--- config.mk ---
export PLATFORM = sky130hd
export DESIGN_NAME = tws_master
export DESIGN_NICKNAME = d
export VERILOG_FILES = /design/src/shared/tws_pkg.sv /design/src/rtl/tws_master.sv
export SDC_FILE = /design/constraint.sdc
export NUM_CORES = 1
export LEC_CHECK = 0
export BUFFER_PORTS_ARGS = -buffer_cell sky130_fd_sc_hd__buf_4
export CORE_ASPECT_RATIO = 0.9
export CORE_MARGIN = 2
export CORE_UTILIZATION = 55
export CTS_CLUSTER_DIAMETER = 30
export DETAILED_ROUTE_END_ITERATION = 6
export PLACE_DENSITY_LB_ADDON = 0.3
export SLEW_MARGIN = 20
export SYNTH_ARGS = -nofsm -noshare
export SYNTH_HDL_FRONTEND = slang
export SYNTH_SLANG_ARGS = --single-unit
--- constraint.sdc ---
create_clock -name aclk -period 6.45 [get_ports aclk]
set_input_delay 1.29 -clock aclk [delete_from_list [all_inputs] [get_ports aclk]]
set_output_delay 1.29 -clock aclk [all_outputs]
set_load 0.01 [all_outputs]
--- src/shared/tws_pkg.sv ---
// Purpose: Constants for the two-wire register master controller
// Assumes: 100 MHz system clock, 32-bit AXI4-Lite register port
// Notes:   Shared by the controller and the verification side
package tws_pkg;

   // ****************************************************************
   // Controller register map (byte addresses)
   // ****************************************************************
   localparam logic [3:0] TWS_OFS_CTRL   = 4'h0;
   localparam logic [3:0] TWS_OFS_WDATA  = 4'h4;
   localparam logic [3:0] TWS_OFS_STATUS = 4'h8;
   localparam logic [3:0] TWS_OFS_RDATA  = 4'hc;

   // Control field positions
   localparam int TWS_CTRL_GO    = 0;
   localparam int TWS_CTRL_READ  = 1;
   localparam int TWS_CTRL_BYTE  = 2;
   localparam int TWS_CTRL_ID_LO = 4;
   localparam int TWS_CTRL_PTR_LO = 8;

   // Status field positions
   localparam int TWS_STAT_BUSY = 0;
   localparam int TWS_STAT_DONE = 1;
   localparam int TWS_STAT_NACK = 2;

   // AXI responses
   localparam logic [1:0] TWS_RESP_OKAY   = 2'h0;
   localparam logic [1:0] TWS_RESP_SLVERR = 2'h2;

   // ****************************************************************
   // Device side constants
   // ****************************************************************
   localparam logic [7:0] TWS_ID_00 = 8'h90;
   localparam logic [7:0] TWS_ID_01 = 8'h98;
   localparam logic [7:0] TWS_ID_10 = 8'hb0;
   localparam logic [7:0] TWS_ID_11 = 8'hb8;
   localparam logic [7:0] TWS_REG_LOWER_BYTE_ACCESS = 8'hf0;

   // ****************************************************************
   // Timing
   // ****************************************************************
   localparam int TWS_CLK_MHZ       = 100;
   localparam int TWS_SCL_PERIOD_NS = 10000;
   localparam int TWS_QTR_CYCLES    =
      (TWS_CLK_MHZ * TWS_SCL_PERIOD_NS) / 4000;

   // Engine states and byte stages
   typedef enum logic [1:0] {
      TWS_S_IDLE  = 2'b00,
      TWS_S_START = 2'b01,
      TWS_S_BYTE  = 2'b10,
      TWS_S_STOP  = 2'b11
   } tws_state_type;

   typedef enum logic [2:0] {
      TWS_G_AW  = 3'b000,
      TWS_G_PTR = 3'b001,
      TWS_G_D0  = 3'b010,
      TWS_G_D1  = 3'b011,
      TWS_G_AR  = 3'b100,
      TWS_G_R0  = 3'b101,
      TWS_G_R1  = 3'b110
   } tws_stage_type;

endpackage : tws_pkg

--- src/rtl/tws_master.sv ---
// Purpose: Two-wire bus master that reads and writes 16-bit sensor
//          registers on orders given over AXI4-Lite
// Assumes: Single 100 MHz clock, external pull-up on the data line
// Notes:   One transfer per order; status shows busy, done and nack
//
// Implementation choice: the AXI4-Lite register port.
`timescale 1ns/1ps

module tws_master #(
   parameter int QTR_CYCLES = tws_pkg::TWS_QTR_CYCLES
) (
   // System
   input  wire logic        aclk,
   input  wire logic        aresetn,
   // AXI4-Lite write address and data
   input  wire logic [3:0]  s_axi_awaddr,
   input  wire logic        s_axi_awvalid,
   output logic             s_axi_awready,
   input  wire logic [31:0] s_axi_wdata,
   input  wire logic [3:0]  s_axi_wstrb,
   input  wire logic        s_axi_wvalid,
   output logic             s_axi_wready,
   // AXI4-Lite write response
   output logic [1:0]       s_axi_bresp,
   output logic             s_axi_bvalid,
   input  wire logic        s_axi_bready,
   // AXI4-Lite read
   input  wire logic [3:0]  s_axi_araddr,
   input  wire logic        s_axi_arvalid,
   output logic             s_axi_arready,
   output logic [31:0]      s_axi_rdata,
   output logic [1:0]       s_axi_rresp,
   output logic             s_axi_rvalid,
   input  wire logic        s_axi_rready,
   // Two-wire link
   output logic             serial_clock,
   input  wire logic        serial_data_line_i,
   output logic             serial_data_line_o,
   output logic             serial_data_line_oe,
   // Device identity straps
   output logic             id_select_high_pin,
   output logic             id_select_low_pin
);
   import tws_pkg::*;

   // ****************************************************************
   // State
   // ****************************************************************
   typedef struct packed {
      logic          aw_have;
      logic [3:0]    aw_addr;
      logic          w_have;
      logic [31:0]   w_data;
      logic [3:0]    w_strb;
      logic          awready;
      logic          wready;
      logic          bvalid;
      logic [1:0]    bresp;
      logic          arready;
      logic          rvalid;
      logic [31:0]   rdata;
      logic [1:0]    rresp;
      logic          op_read;
      logic          op_byte;
      logic [1:0]    id_sel;
      logic [7:0]    ptr;
      logic [15:0]   wword;
      logic [15:0]   rword;
      logic          busy;
      logic          done;
      logic          nack;
      tws_state_type st;
      tws_stage_type stage;
      logic [15:0]   qcnt;
      logic [1:0]    ph;
      logic [3:0]    bitn;
      logic [7:0]    shreg;
      logic          scl;
      logic          sda_oe;
      logic          sda_out;
      logic          sda_s1;
      logic          sda_s2;
   } tws_regs_type;

   tws_regs_type r_q;
   tws_regs_type r_d;

   // ****************************************************************
   // Helpers
   // ****************************************************************
   // write ID lookup
   function automatic logic [7:0] id_of(input logic [1:0] sel);
      case (sel)
         2'b00:   id_of = TWS_ID_00;
         2'b01:   id_of = TWS_ID_01;
         2'b10:   id_of = TWS_ID_10;
         default: id_of = TWS_ID_11;
      endcase
   endfunction : id_of

   // Byte sent at each transmit stage
   function automatic logic [7:0] tx_byte(input tws_regs_type r,
                                          input tws_stage_type g);
      case (g)
         TWS_G_AW:  tx_byte = id_of(r.id_sel);
         TWS_G_PTR: tx_byte = r.ptr;
         TWS_G_D0:  tx_byte = r.wword[15:8];
         TWS_G_D1:  tx_byte = r.wword[7:0];
         TWS_G_AR:  tx_byte = id_of(r.id_sel) | 8'h01;
         default:   tx_byte = 8'hff;
      endcase
   endfunction : tx_byte

   function automatic logic is_rx(input tws_stage_type g);
      is_rx = (g == TWS_G_R0) || (g == TWS_G_R1);
   endfunction : is_rx

   // ****************************************************************
   // Next state
   // ****************************************************************
   always_comb begin
      logic tick;
      logic [31:0] status;
      logic last_rx;
      tick    = 1'b0;
      status  = '0;
      last_rx = 1'b0;
      r_d = r_q;

      // Two-flop synchroniser for the data line
      r_d.sda_s1 = serial_data_line_i;
      r_d.sda_s2 = r_q.sda_s1;

      // ---- AXI write channel capture
      if (s_axi_awvalid && r_q.awready) begin
         r_d.aw_have = 1'b1;
         r_d.aw_addr = s_axi_awaddr;
      end
      if (s_axi_wvalid && r_q.wready) begin
         r_d.w_have = 1'b1;
         r_d.w_data = s_axi_wdata;
         r_d.w_strb = s_axi_wstrb;
      end
      if (r_q.bvalid && s_axi_bready) begin
         r_d.bvalid = 1'b0;
      end

      // ---- Register write once address and data are both held
      if (r_q.aw_have && r_q.w_have && !r_q.bvalid) begin
         r_d.aw_have = 1'b0;
         r_d.w_have  = 1'b0;
         r_d.bvalid  = 1'b1;
         r_d.bresp   = TWS_RESP_OKAY;
         // Full offset decode: unaligned offsets answer with an error
         case (r_q.aw_addr)
            TWS_OFS_CTRL: begin
               // New order only when idle and full low half written
               if (r_q.w_data[TWS_CTRL_GO] && r_q.w_strb[0] &&
                   r_q.w_strb[1] && !r_q.busy) begin
                  r_d.op_read = r_q.w_data[TWS_CTRL_READ];
                  r_d.op_byte = r_q.w_data[TWS_CTRL_BYTE];
                  r_d.id_sel  = r_q.w_data[TWS_CTRL_ID_LO +: 2];
                  r_d.ptr     = r_q.w_data[TWS_CTRL_PTR_LO +: 8];
                  r_d.busy    = 1'b1;
                  r_d.done    = 1'b0;
                  r_d.nack    = 1'b0;
                  r_d.st      = TWS_S_START;
                  r_d.stage   = TWS_G_AW;
                  r_d.ph      = 2'b00;
                  r_d.qcnt    = '0;
               end
            end
            TWS_OFS_WDATA: begin
               if (r_q.w_strb[0]) begin
                  r_d.wword[7:0] = r_q.w_data[7:0];
               end
               if (r_q.w_strb[1]) begin
                  r_d.wword[15:8] = r_q.w_data[15:8];
               end
            end
            TWS_OFS_STATUS: ;
            TWS_OFS_RDATA:  ;
            default: r_d.bresp = TWS_RESP_SLVERR;
         endcase
      end

      // ---- AXI read channel
      if (r_q.rvalid && s_axi_rready) begin
         r_d.rvalid = 1'b0;
      end
      if (s_axi_arvalid && r_q.arready) begin
         status[TWS_STAT_BUSY] = r_q.busy;
         status[TWS_STAT_DONE] = r_q.done;
         status[TWS_STAT_NACK] = r_q.nack;
         r_d.rvalid = 1'b1;
         r_d.rresp  = TWS_RESP_OKAY;
         case (s_axi_araddr)
            TWS_OFS_CTRL: r_d.rdata = {16'h0000,
               r_q.ptr, 2'b00, r_q.id_sel, 1'b0, r_q.op_byte,
               r_q.op_read, 1'b0};
            TWS_OFS_WDATA:  r_d.rdata = {16'h0000, r_q.wword};
            TWS_OFS_STATUS: r_d.rdata = status;
            TWS_OFS_RDATA:  r_d.rdata = {16'h0000, r_q.rword};
            default: begin
               r_d.rdata = '0;
               r_d.rresp = TWS_RESP_SLVERR;
            end
         endcase
      end

      // ---- Quarter-bit divider: master makes the clock
      // master clock pulses
      if (r_q.st != TWS_S_IDLE) begin
         if (r_q.qcnt == 16'(QTR_CYCLES - 1)) begin
            r_d.qcnt = '0;
            tick     = 1'b1;
         end else begin
            r_d.qcnt = r_q.qcnt + 16'h0001;
         end
      end

      // ---- Bit engine, four quarters per bit
      if (tick) begin
         r_d.ph = r_q.ph + 2'b01;
         case (r_q.st)
            TWS_S_START: begin
               case (r_q.ph)
                  // Release data; clock is low on a repeated start, still high after idle
                  2'b00: r_d.sda_oe = 1'b0;
                  2'b01: r_d.scl = 1'b1;
                  2'b10: r_d.sda_oe = 1'b1;
                  default: begin
                     r_d.scl   = 1'b0;
                     r_d.st    = TWS_S_BYTE;
                     r_d.bitn  = '0;
                     r_d.shreg = tx_byte(r_q, r_q.stage);
                  end
               endcase
            end
            TWS_S_BYTE: begin
               last_rx = r_q.op_byte || (r_q.stage == TWS_G_R1);
               case (r_q.ph)
                  2'b00: begin
                     if (r_q.bitn == 4'd8) begin
                        r_d.sda_oe = is_rx(r_q.stage) && !last_rx;
                     end else if (is_rx(r_q.stage)) begin
                        r_d.sda_oe = 1'b0;
                     end else begin
                        r_d.sda_oe = !r_q.shreg[7];
                     end
                  end
                  2'b01: r_d.scl = 1'b1;
                  2'b10: begin
                     if (r_q.bitn != 4'd8) begin
                        r_d.rword = {r_q.rword[14:0], r_q.sda_s2};
                        r_d.shreg = {r_q.shreg[6:0], 1'b0};
                     end else if (!is_rx(r_q.stage) && r_q.sda_s2) begin
                        r_d.nack = 1'b1;
                     end
                  end
                  default: begin
                     r_d.scl  = 1'b0;
                     r_d.bitn = r_q.bitn + 4'd1;
                     if (r_q.bitn == 4'd8) begin
                        r_d.bitn  = '0;
                        r_d.st    = TWS_S_BYTE;
                        if (r_d.nack) begin
                           r_d.st = TWS_S_STOP;
                        end else begin
                           case (r_q.stage)
                              TWS_G_AW:  r_d.stage = TWS_G_PTR;
                              TWS_G_PTR: begin
                                 if (r_q.op_read) begin
                                    r_d.stage = TWS_G_AR;
                                    r_d.st    = TWS_S_START;
                                 end else begin
                                    r_d.stage = TWS_G_D0;
                                 end
                              end
                              TWS_G_D0: begin
                                 if (r_q.op_byte) begin
                                    r_d.st = TWS_S_STOP;
                                 end else begin
                                    r_d.stage = TWS_G_D1;
                                 end
                              end
                              TWS_G_AR: r_d.stage = TWS_G_R0;
                              TWS_G_R0: begin
                                 if (r_q.op_byte) begin
                                    r_d.st = TWS_S_STOP;
                                 end else begin
                                    r_d.stage = TWS_G_R1;
                                 end
                              end
                              default: r_d.st = TWS_S_STOP;
                           endcase
                           r_d.shreg = tx_byte(r_q, r_d.stage);
                        end
                     end
                  end
               endcase
            end
            TWS_S_STOP: begin
               case (r_q.ph)
                  2'b00: r_d.sda_oe = 1'b1;
                  2'b01: r_d.scl = 1'b1;
                  2'b10: r_d.sda_oe = 1'b0;
                  default: begin
                     r_d.st   = TWS_S_IDLE;
                     r_d.busy = 1'b0;
                     r_d.done = 1'b1;
                  end
               endcase
            end
            default: r_d.ph = 2'b00;
         endcase
      end

      // Ready outputs track the holding flags
      r_d.awready = !r_d.aw_have;
      r_d.wready  = !r_d.w_have;
      r_d.arready = !r_d.rvalid;
   end

   // ****************************************************************
   // Registers
   // ****************************************************************
   always_ff @(posedge aclk) begin
      if (!aresetn) begin
         r_q         <= '0;
         r_q.st      <= TWS_S_IDLE;
         r_q.stage   <= TWS_G_AW;
         r_q.scl     <= 1'b1;
         r_q.sda_s1  <= 1'b1;
         r_q.sda_s2  <= 1'b1;
      end else begin
         r_q <= r_d;
      end
   end

   // ****************************************************************
   // Outputs
   // ****************************************************************
   // All straight from the state flops
   assign s_axi_awready       = r_q.awready;
   assign s_axi_wready        = r_q.wready;
   assign s_axi_bvalid        = r_q.bvalid;
   assign s_axi_bresp         = r_q.bresp;
   assign s_axi_arready       = r_q.arready;
   assign s_axi_rvalid        = r_q.rvalid;
   assign s_axi_rdata         = r_q.rdata;
   assign s_axi_rresp         = r_q.rresp;
   assign serial_clock        = r_q.scl;
   assign serial_data_line_o  = r_q.sda_out;   // Always low when enabled
   assign serial_data_line_oe = r_q.sda_oe;
   assign id_select_high_pin  = r_q.id_sel[1];
   assign id_select_low_pin   = r_q.id_sel[0];

endmodule : tws_master

==> results.cfg, run 1 <==
[timing]
hold_viol_final = 0
fmax_mhz = 336
rsz0062_at_grt = no
slew_violations = 0
relSlewSlack = 0.281
tightestPinTransition_ps = 1070
setup_tns_ps = 0
fin_crit_ps = 2980
finalSetupViolations = 0
setup_ws_ps = 3470
finalCritPeriodShare = 0.461
fin_skew_ps = 9.40

[synth]
synth_seq_cells = 133
yosysTopAreaCell = dfxtp_1
synth.most_common_cell = nand2_1
synth_seq_area_share = 0.386
synth_common_cells = 148 x nand2_1, 133 x dfxtp_1, 79 x a21oi_1
ys.flop_type = dfxtp_1
synthAdderAreaFrac = 0.0145
synth_top_family_by_area = simple AND/OR/NAND/NOR gates
syn_area_sq_mm = 0.00689
syn_avg_cell_area_sq_um = 7.92
synthCells = 870
synth_async_sr_flop_share = 0
yosysUniqueCellTypes = 68
synth_compound_area_frac = 0.226
synthMuxAreaShare = 0.0563
synth_warnings = 0
yosysTopAreaCellShare = 0.386
synth_xor_area_frac = 0
yosys.area_share.simple = 0.239
synth.area.top_cells = dfxtp_1 39%, nand2_1 8.1%, a21oi_1 5.7%
synth_edf_count = 0

[clock_network]
cts-resized-gates = 0
cts_buffers = 17
clock_sinks = 133
clk_latency_ps = 430
root_buffer = clkbuf_16
clk_pin_slew_ps = 60
clockBufferDepth = 2
htree_levels = 4
cts_tree = yes
post_cts_buffers = 0
postCtsHoldBufs = 0

[final_layout]
drive_above_1_share = 0.128
area_growth_pct = 12.4
fin_nets = 942
antenna_cells = 0
utilization = 0.639

[critical_path]
worstSetupPathType = flip-flop to flip-flop
reg2reg_to = r_q[44]$_SDFFE_PN0P_
r2r_setup_slack_ps = 3470
cp.buffers_inverters = 0
cp-end-kind = flip-flop
cp.required_ps = 6790
crit_chain = nor4b_1, and4_1, o21ai_2, nor3_2, nand2_1, a21oi_1
cp-start-kind = flip-flop
crit_slowest_cell = nor3_2
crit_start = r_q[22]$_SDFFE_PN0P_
r2r_cells = 6
crit_family = simple AND/OR/NAND/NOR gates
cp.depth = 6
critical_path_peak_fanout = 16
max_stage_delay_ps = 850
cp.arrival_ps = 3320
r2r-start = r_q[22]$_SDFFE_PN0P_

[power]
p_leak_nw = 2.93
p_per_area_mw_per_mm2 = 246
peakVddDrop_mv = 0.177

[min_path]
hold_end = r_q[0]$_SDFF_PN1_
hold_class = flip-flop to flip-flop
hold_start = r_d[0]$_SDFF_PN1_
hold_depth = 1

[floorplan]
boundaryPins = 98
die_h_um = 110
initial_utilization = 0.568
rows = 38
die_area_sq_mm = 0.0134
die_x_um = 122
core_area_sq_mm = 0.0121

[routing]
drt_first_pass_iters = 5
drcViolationCount = 0
initialDrtViolationCount = 671
avgRoutedWirePerCell_um = 16.6
wl_um = 17500
num_vias = 6265
drtAntennaViolNets = 0
vias_per_cell = 5.94

[placed_design]
port_buffers = 60
gp_congestion = 0.932
pre_cts_ws_ps = 3560
hpwlAfterDp_um = 11800

[grt]
grt_max_degree = 62
grt_pass1_vias = 5361
overflow = 0
grt_pass1_wl_um = 27900
track_usage = 0.268
antenna_found_initial = 0

[flow_run]
cap_violations = 0

[run_status]
status = finished clean
cells in the final DEF (no fill, tap or decap), types with 3 or more instances in the layout:
cell | netlist | final
o22a_1 | 3 | 3
or3_1 | 5 | 5
nand3b_1 | 4 | 4
a21boi_0 | 17 | 17
a22o_1 | 6 | 6
inv_1 | 10 | 9
nor2_1 | 76 | 76
nor4b_1 | 3 | 3
buf_4 | 40 | 64
o21ai_0 | 54 | 54
and2_1 | 8 | 8
clkinvlp_4 | 0 | 4
nor2b_1 | 8 | 8
clkbuf_16 | 0 | 17
nand4_1 | 10 | 10
nor3_1 | 16 | 16
mux2i_1 | 32 | 32
nor3b_1 | 5 | 5
o32ai_1 | 3 | 3
and3_1 | 8 | 8
dfxtp_1 | 133 | 133
clkinv_2 | 0 | 4
ha_1 | 8 | 8
bufinv_16 | 0 | 3
a31oi_1 | 14 | 14
o221ai_1 | 4 | 4
nor4_1 | 6 | 5
a311oi_1 | 4 | 4
o21a_1 | 9 | 9
a221oi_1 | 3 | 3
and4_1 | 3 | 3
o211ai_1 | 4 | 4
conb_1 | 1 | 19
nand3_1 | 23 | 23
a22oi_1 | 17 | 17
nand2b_1 | 13 | 13
nand2_1 | 148 | 148
a21oi_1 | 79 | 79
worst max-delay path by stage:
stage | endpoint | slack (ps)
after floorplan | s_axi_rdata[10]$_SDFFE_PN0P_ | 3820
after global placement | s_axi_rdata[5]$_SDFFE_PN0P_ | 3600
after detailed placement | r_q[44]$_SDFFE_PN0P_ | 3560
after CTS | r_q[44]$_SDFFE_PN0P_ | 3510
after global routing | r_q[44]$_SDFFE_PN0P_ | 3210
final | r_q[44]$_SDFFE_PN0P_ | 3470
through the flow:
step	cell area, sq um	total power [mW]	std cells	hold slack, ps
finish	7750	1.91	1055	414
global placement	7150	0.946	1023	389
CTS	7740	1.91	1055	418
detailed placement	7150	0.947	1023	401
floorplan	6960	0.924	888	386
global route	7750	1.96	1055	426
registers in the layout, indices dropped and copies added (netlist names):
name and flops:
id_select_low_pin 1, serial_clock 1, r_d 1, r_q 105, s_axi_rvalid 1, s_axi_rresp 1
s_axi_bvalid 1, s_axi_arready 1, s_axi_awready 1, s_axi_rdata 16, serial_data_line_oe 1, id_select_high_pin 1
s_axi_wready 1, s_axi_bresp 1
per-layer routing:
metal	vias to the layer above	global-route usage	part of all wire
met2	274	0.386	0.42
met4	0	0.0829	0.014
met5	-	0	0
met1	2889	0.394	0.47
li1	3075	-	-
met3	27	0.0664	0.090
cells by family (layout without fill, tap and decap cells):
family / Yosys count / after routing
fa+ha+maj: 8 / 8
simple gates: 351 / 351
compound gates: 242 / 242
buf+inv: 99 / 106
other cells: 1 / 19
mux: 36 / 36
flops: 133 / 133
worst reg2reg max path, cell delays in order, from the launching register on:
cell	delay [ps]
dfxtp_1	430
nor4b_1	620
and4_1	440
o21ai_2	180
nor3_2	850
nand2_1	160
a21oi_1	210
power breakdown:
group          internal [mW]  total (mW)  switching (mW)
sequential             0.834       0.844          0.0102
clock                  0.605       0.977           0.372
combinational         0.0338      0.0856          0.0518
total                   1.47        1.91           0.434
final cells by class:
type | count | area, sq um
timing repair buffer | 64 | 480
tap | 160 | 200
inverter | 10 | 37.5
clock buffer | 19 | 433
clock inverter | 13 | 158
sequential | 133 | 2660
multi-input combinational | 656 | 3770
fill | 1070 | 4380
No activity file was read; power rests on OpenSTA's default activity.
==> inputs of run 2 (changes only) <==
--- a/config.mk
+++ b/config.mk
@@ -8,7 +8,7 @@
 export BUFFER_PORTS_ARGS = -buffer_cell sky130_fd_sc_hd__buf_4
 export CORE_ASPECT_RATIO = 0.9
 export CORE_MARGIN = 2
-export CORE_UTILIZATION = 55
+export CORE_UTILIZATION = 52
 export CTS_CLUSTER_DIAMETER = 30
 export DETAILED_ROUTE_END_ITERATION = 6
 export PLACE_DENSITY_LB_ADDON = 0.3
==> constraint.sdc (replaced) <==
create_clock -name aclk -period 2.6 [get_ports aclk]
set_input_delay 0.52 -clock aclk [delete_from_list [all_inputs] [get_ports aclk]]
set_output_delay 0.52 -clock aclk [all_outputs]
set_load 0.01 [all_outputs]
==> results.cfg, run 2 (same netlist as run 1, synthesis figures left out) <==
[run_status]
status = finished clean

[floorplan]
boundaryPins = 98
die_x_um = 125
die_h_um = 113
rows = 39
die_area_sq_mm = 0.0142
core_area_sq_mm = 0.0128
initial_utilization = 0.537

[grt]
track_usage = 0.263
grt_max_degree = 50
antenna_found_initial = 0
grt_pass1_vias = 5813
overflow = 0
grt_pass1_wl_um = 29900

[power]
p_per_area_mw_per_mm2 = 577
peakVddDrop_mv = 0.436
p_leak_nw = 3.09

[placed_design]
gp_congestion = 0.942
dpl_cell_area_sq_mm = 0.00742
hpwlAfterDp_um = 12900
port_buffers = 60

[critical_path]
crit_family = simple AND/OR/NAND/NOR gates
crit_chain = or4_4, or4_4, nand2_2, o32ai_1, a221o_2, a31oi_1
cp.required_ps = 2950
critical_path_peak_fanout = 11
cp.arrival_ps = 2730
cp.depth = 6
r2r_setup_slack_ps = 220
crit_start = r_q[165]$_SDFFE_PN0P_
cp-start-kind = flip-flop
r2r-start = r_q[165]$_SDFFE_PN0P_
cpMostUsedCell = or4_4
reg2reg_to = r_q[6]$_SDFFE_PN0P_
worstSetupEndpoint = r_q[6]$_SDFFE_PN0P_
crit_slowest_cell = or4_4
worstSetupPathType = flip-flop to flip-flop
cp-end-kind = flip-flop
max_stage_delay_ps = 560
cp.buffers_inverters = 0
r2r_cells = 6

[timing]
hold_viol_final = 0
rsz0062_at_grt = no
fmax_mhz = 420
tightestPinTransition_ps = 759
relSlewSlack = 0.490
slew_violations = 0
finalCritPeriodShare = 0.917
fin_crit_ps = 2380
finalSetupViolations = 0
setup_tns_ps = 0
fin_skew_ps = 12.2

[clock_network]
clockBufferDepth = 2
clock_sinks = 133
cts_buffers = 17
clk_latency_ps = 420
clk_pin_slew_ps = 60
cts-resized-gates = 0
post_cts_buffers = 0
cts_tree = yes
postCtsHoldBufs = 0
htree_levels = 4
root_buffer = clkbuf_16

[routing]
vias_per_cell = 5.93
initialDrtViolationCount = 786
drtAntennaViolNets = 0
num_vias = 6480
wl_um = 18300
avgRoutedWirePerCell_um = 16.7
drt_first_pass_iters = 5
drcViolationCount = 0

[final_layout]
area_growth_pct = 15.9
fin_nets = 976
most-common-layout-cells = 148 x nand2_1, 133 x dfxtp_1, 97 x buf_4, 79 x a21oi_1, 76 x nor2_1
largest-register = r_q
antenna_cells = 0
drive_above_1_share = 0.160
mostFrequentLayoutCell = nand2_1
stdcell_area_sq_mm = 0.00799
largest_register_ffs = 105

[flow_run]
cap_violations = 0

[min_path]
hold_class = primary input to flip-flop
==> run 2: changes by cell type in the layout (fill, tap and decap cells not counted), sizes merged <==
cell      change
clkinvlp      -1
inv           +1
clkinv        +1
buf          +34
bufinv        -2
clkbuf        +1
==> run 2: report_power, final <==
group	leakage, nW	switching [mW]	internal [mW]
sequential	1.08	0.0273	2.07
clock	0.272	0.920	1.36
combinational	1.74	0.133	0.0940
total	3.09	1.08	3.53
==> run 2: layout make-up <==
type                    count  area, sq um
fillers                  1168         4850
well taps                 164          205
multi-input cells         656         3770
flip-flops and latches    133         2660
clock inverters            12          104
clock buffers              20          457
inverters                  10         37.5
repair buffers             98          748
==> run 2: how the worst min path moves through the flow <==
stage,slack (ps),from,depth (start not counted),to
final,290,serial_data_line_i,2,r_d[0]$_SDFF_PN1_
after floorplan,390,r_d[0]$_SDFF_PN1_,1,r_q[0]$_SDFF_PN1_
after global routing,280,serial_data_line_i,2,r_d[0]$_SDFF_PN1_
after global placement,390,r_d[0]$_SDFF_PN1_,1,r_q[0]$_SDFF_PN1_
after CTS,270,serial_data_line_i,2,r_d[0]$_SDFF_PN1_
after detailed placement,390,r_d[0]$_SDFF_PN1_,1,r_q[0]$_SDFF_PN1_
==> run 2: worst register-to-register path, delay by kind of cell, from the launching register on <==
kind	cells	cell delay, ps
flops	1	350
compound gates	3	650
simple gates	3	1310
==> run 2: stage by stage <==
step	setup slack [ps]	cells	utilization	power, mW	hold slack (ps)
after floorplan	452	888	-	2.29	386
after global placement	272	1061	0.579	2.36	391
after detailed placement	262	1061	0.579	2.36	394
after CTS	231	1093	0.622	4.62	274
after global routing	70.2	1093	0.622	4.76	284
final	217	1093	0.622	4.61	286
==> run 2: routing by layer <==
metal | global-route usage | up-vias | routed length [um]
li1 | - | 3145 | -
met1 | 0.375 | 3008 | 8510
met2 | 0.384 | 299 | 7640
met3 | 0.0771 | 28 | 1790
met4 | 0.0807 | 0 | 334
met5 | 0 | - | 0
==> inputs of run 3 (changes only) <==
--- a/config.mk
+++ b/config.mk
@@ -8,7 +8,7 @@
 export BUFFER_PORTS_ARGS = -buffer_cell sky130_fd_sc_hd__buf_4
 export CORE_ASPECT_RATIO = 0.9
 export CORE_MARGIN = 2
-export CORE_UTILIZATION = 52
+export CORE_UTILIZATION = 55
 export CTS_CLUSTER_DIAMETER = 30
 export DETAILED_ROUTE_END_ITERATION = 6
 export PLACE_DENSITY_LB_ADDON = 0.3
==> constraint.sdc (replaced) <==
create_clock -name aclk -period 2.83 [get_ports aclk]
set_input_delay 0.566 -clock aclk [delete_from_list [all_inputs] [get_ports aclk]]
set_output_delay 0.566 -clock aclk [all_outputs]
set_load 0.01 [all_outputs]
==> results.cfg, run 3 (same netlist as run 1, synthesis figures left out) <==
[clock_network]
cts-resized-gates = 0
clock_sinks = 133
htree_levels = 4
root_buffer = clkbuf_16
postCtsHoldBufs = 0
clk_latency_ps = 420
cts_buffers = 17
clk_pin_slew_ps = 60
post_cts_buffers = 0
clockBufferDepth = 2
cts_tree = yes

[routing]
drt_first_pass_iters = 7
avgRoutedWirePerCell_um = 16.8
vias_per_cell = 5.94
num_vias = 6394
drcViolationCount = 1
wl_um = 18100
drtAntennaViolNets = 0
initialDrtViolationCount = 591

[final_layout]
largest-register = r_q
fin_nets = 964
largest_register_ffs = 105
drive_above_1_share = 0.147
mostFrequentLayoutCell = nand2_1
area_growth_pct = 14.9
antenna_cells = 0
most-common-layout-cells = 148 x nand2_1, 133 x dfxtp_1, 85 x buf_4, 79 x a21oi_1, 76 x nor2_1

[floorplan]
die_x_um = 122
core_area_sq_mm = 0.0121
die_area_sq_mm = 0.0134
boundaryPins = 98
initial_utilization = 0.568
rows = 38
die_h_um = 110

[timing]
hold_viol_final = 0
tightestPinTransition_ps = 803
whs_ps = 334
setup_tns_ps = 0
slew_violations = 0
fin_skew_ps = 8.05
fmax_mhz = 386
finalCritPeriodShare = 0.917
relSlewSlack = 0.465
finalSetupViolations = 0
fin_crit_ps = 2590
rsz0062_at_grt = no

[critical_path]
cp-start-kind = flip-flop
cp-end-kind = flip-flop
critical_path_peak_fanout = 16
r2r-start = r_q[19]$_SDFFE_PN0P_
crit_start = r_q[19]$_SDFFE_PN0P_
worstSetupPathType = flip-flop to flip-flop
cp.required_ps = 3120
cp.arrival_ps = 2890
r2r_setup_slack_ps = 240

[min_path]
hold_class = primary input to flip-flop
hold_start = serial_data_line_i

[run_status]
status = finished, violations left
violations = DRC

[power]
power.switching_uw = 945
seq_power_share = 0.447
p_sw_frac = 0.219
internal_power_mw = 3.36
p_per_area_mw_per_mm2 = 544
clkPwrFrac = 0.506
power_frac_comb = 0.047
peakVddDrop_mv = 0.377
p_leak_nw = 3.05

[placed_design]
hpwlAfterDp_um = 12600
port_buffers = 60
gp_congestion = 0.972

[grt]
grt_max_degree = 70
grt_pass1_vias = 5684
track_usage = 0.279
overflow = 0
antenna_found_initial = 0
grt_pass1_wl_um = 29100

[flow_run]
cap_violations = 0
## run 3: cell types whose count changed in the layout (fill, tap and decap cells not counted)
cell,previous run,this run
bufinv_16,1,2
clkinv_2,5,3
clkbuf_8,2,4
inv_6,2,0
buf_4,97,85
clkbuf_1,1,2
clkinvlp_4,3,2
## run 3: metrics by stage
stage	setup slack [ps]	util	total power [mW]	cells	instance area (sq um)
final	236	0.653	4.31	1076	7920
after floorplan	682	-	2.10	888	6960
after global routing	39.8	0.653	4.45	1076	7920
after global placement	398	0.605	2.16	1045	7330
after detailed placement	355	0.605	2.17	1045	7330
after CTS	287	0.653	4.34	1076	7920
## run 3: worst paths after layout
kind	end	cells after the start
setup / recovery	r_q[58]$_SDFFE_PN0P_	7
hold / removal	r_d[0]$_SDFF_PN1_	2
setup reg to reg	r_q[58]$_SDFFE_PN0P_	7
hold reg to reg	r_q[0]$_SDFF_PN1_	1
## run 3: critical path: stages, from the launching register on
cell	delay [ps]
dfxtp_1	410
ha_1	180
nor3b_1	390
and4_1	380
o21ai_2	160
or3_1	650
nand2_1	190
a21boi_0	110
## run 3: power by group through the flow
| stage | logic (mW) | registers, mW | clock network (mW) |
|---|---|---|---|
| 2_1_floorplan | 0.144 | 1.96 | 0 |
| 3_3_place_gp | 0.196 | 1.96 | 0 |
| 3_5_place_dp | 0.200 | 1.97 | 0 |
| 4_1_cts | 0.202 | 1.93 | 2.21 |
| 5_1_grt | 0.224 | 1.93 | 2.29 |
| 6_report | 0.202 | 1.93 | 2.18 |
## run 3: metal layers
| metal | wire [um] | GRT usage | up-vias | part of all wire |
|---|---|---|---|---|
| met2 | 7600 | 0.411 | 305 | 0.42 |
| met1 | 8160 | 0.393 | 2947 | 0.45 |
| met3 | 1910 | 0.0674 | 38 | 0.11 |
| li1 | - | - | 3104 | - |
| met4 | 398 | 0.116 | 0 | 0.022 |
| met5 | 0 | 0 | - | 0 |
## run 3: final cells by class
cell class / count / area [sq um]
clock buffer: 23 / 488
clock inverter: 8 / 98.8
fill: 1040 / 4210
inverter: 10 / 37.5
multi-input combinational: 656 / 3770
sequential: 133 / 2660
tap: 160 / 200
timing repair buffer: 86 / 658
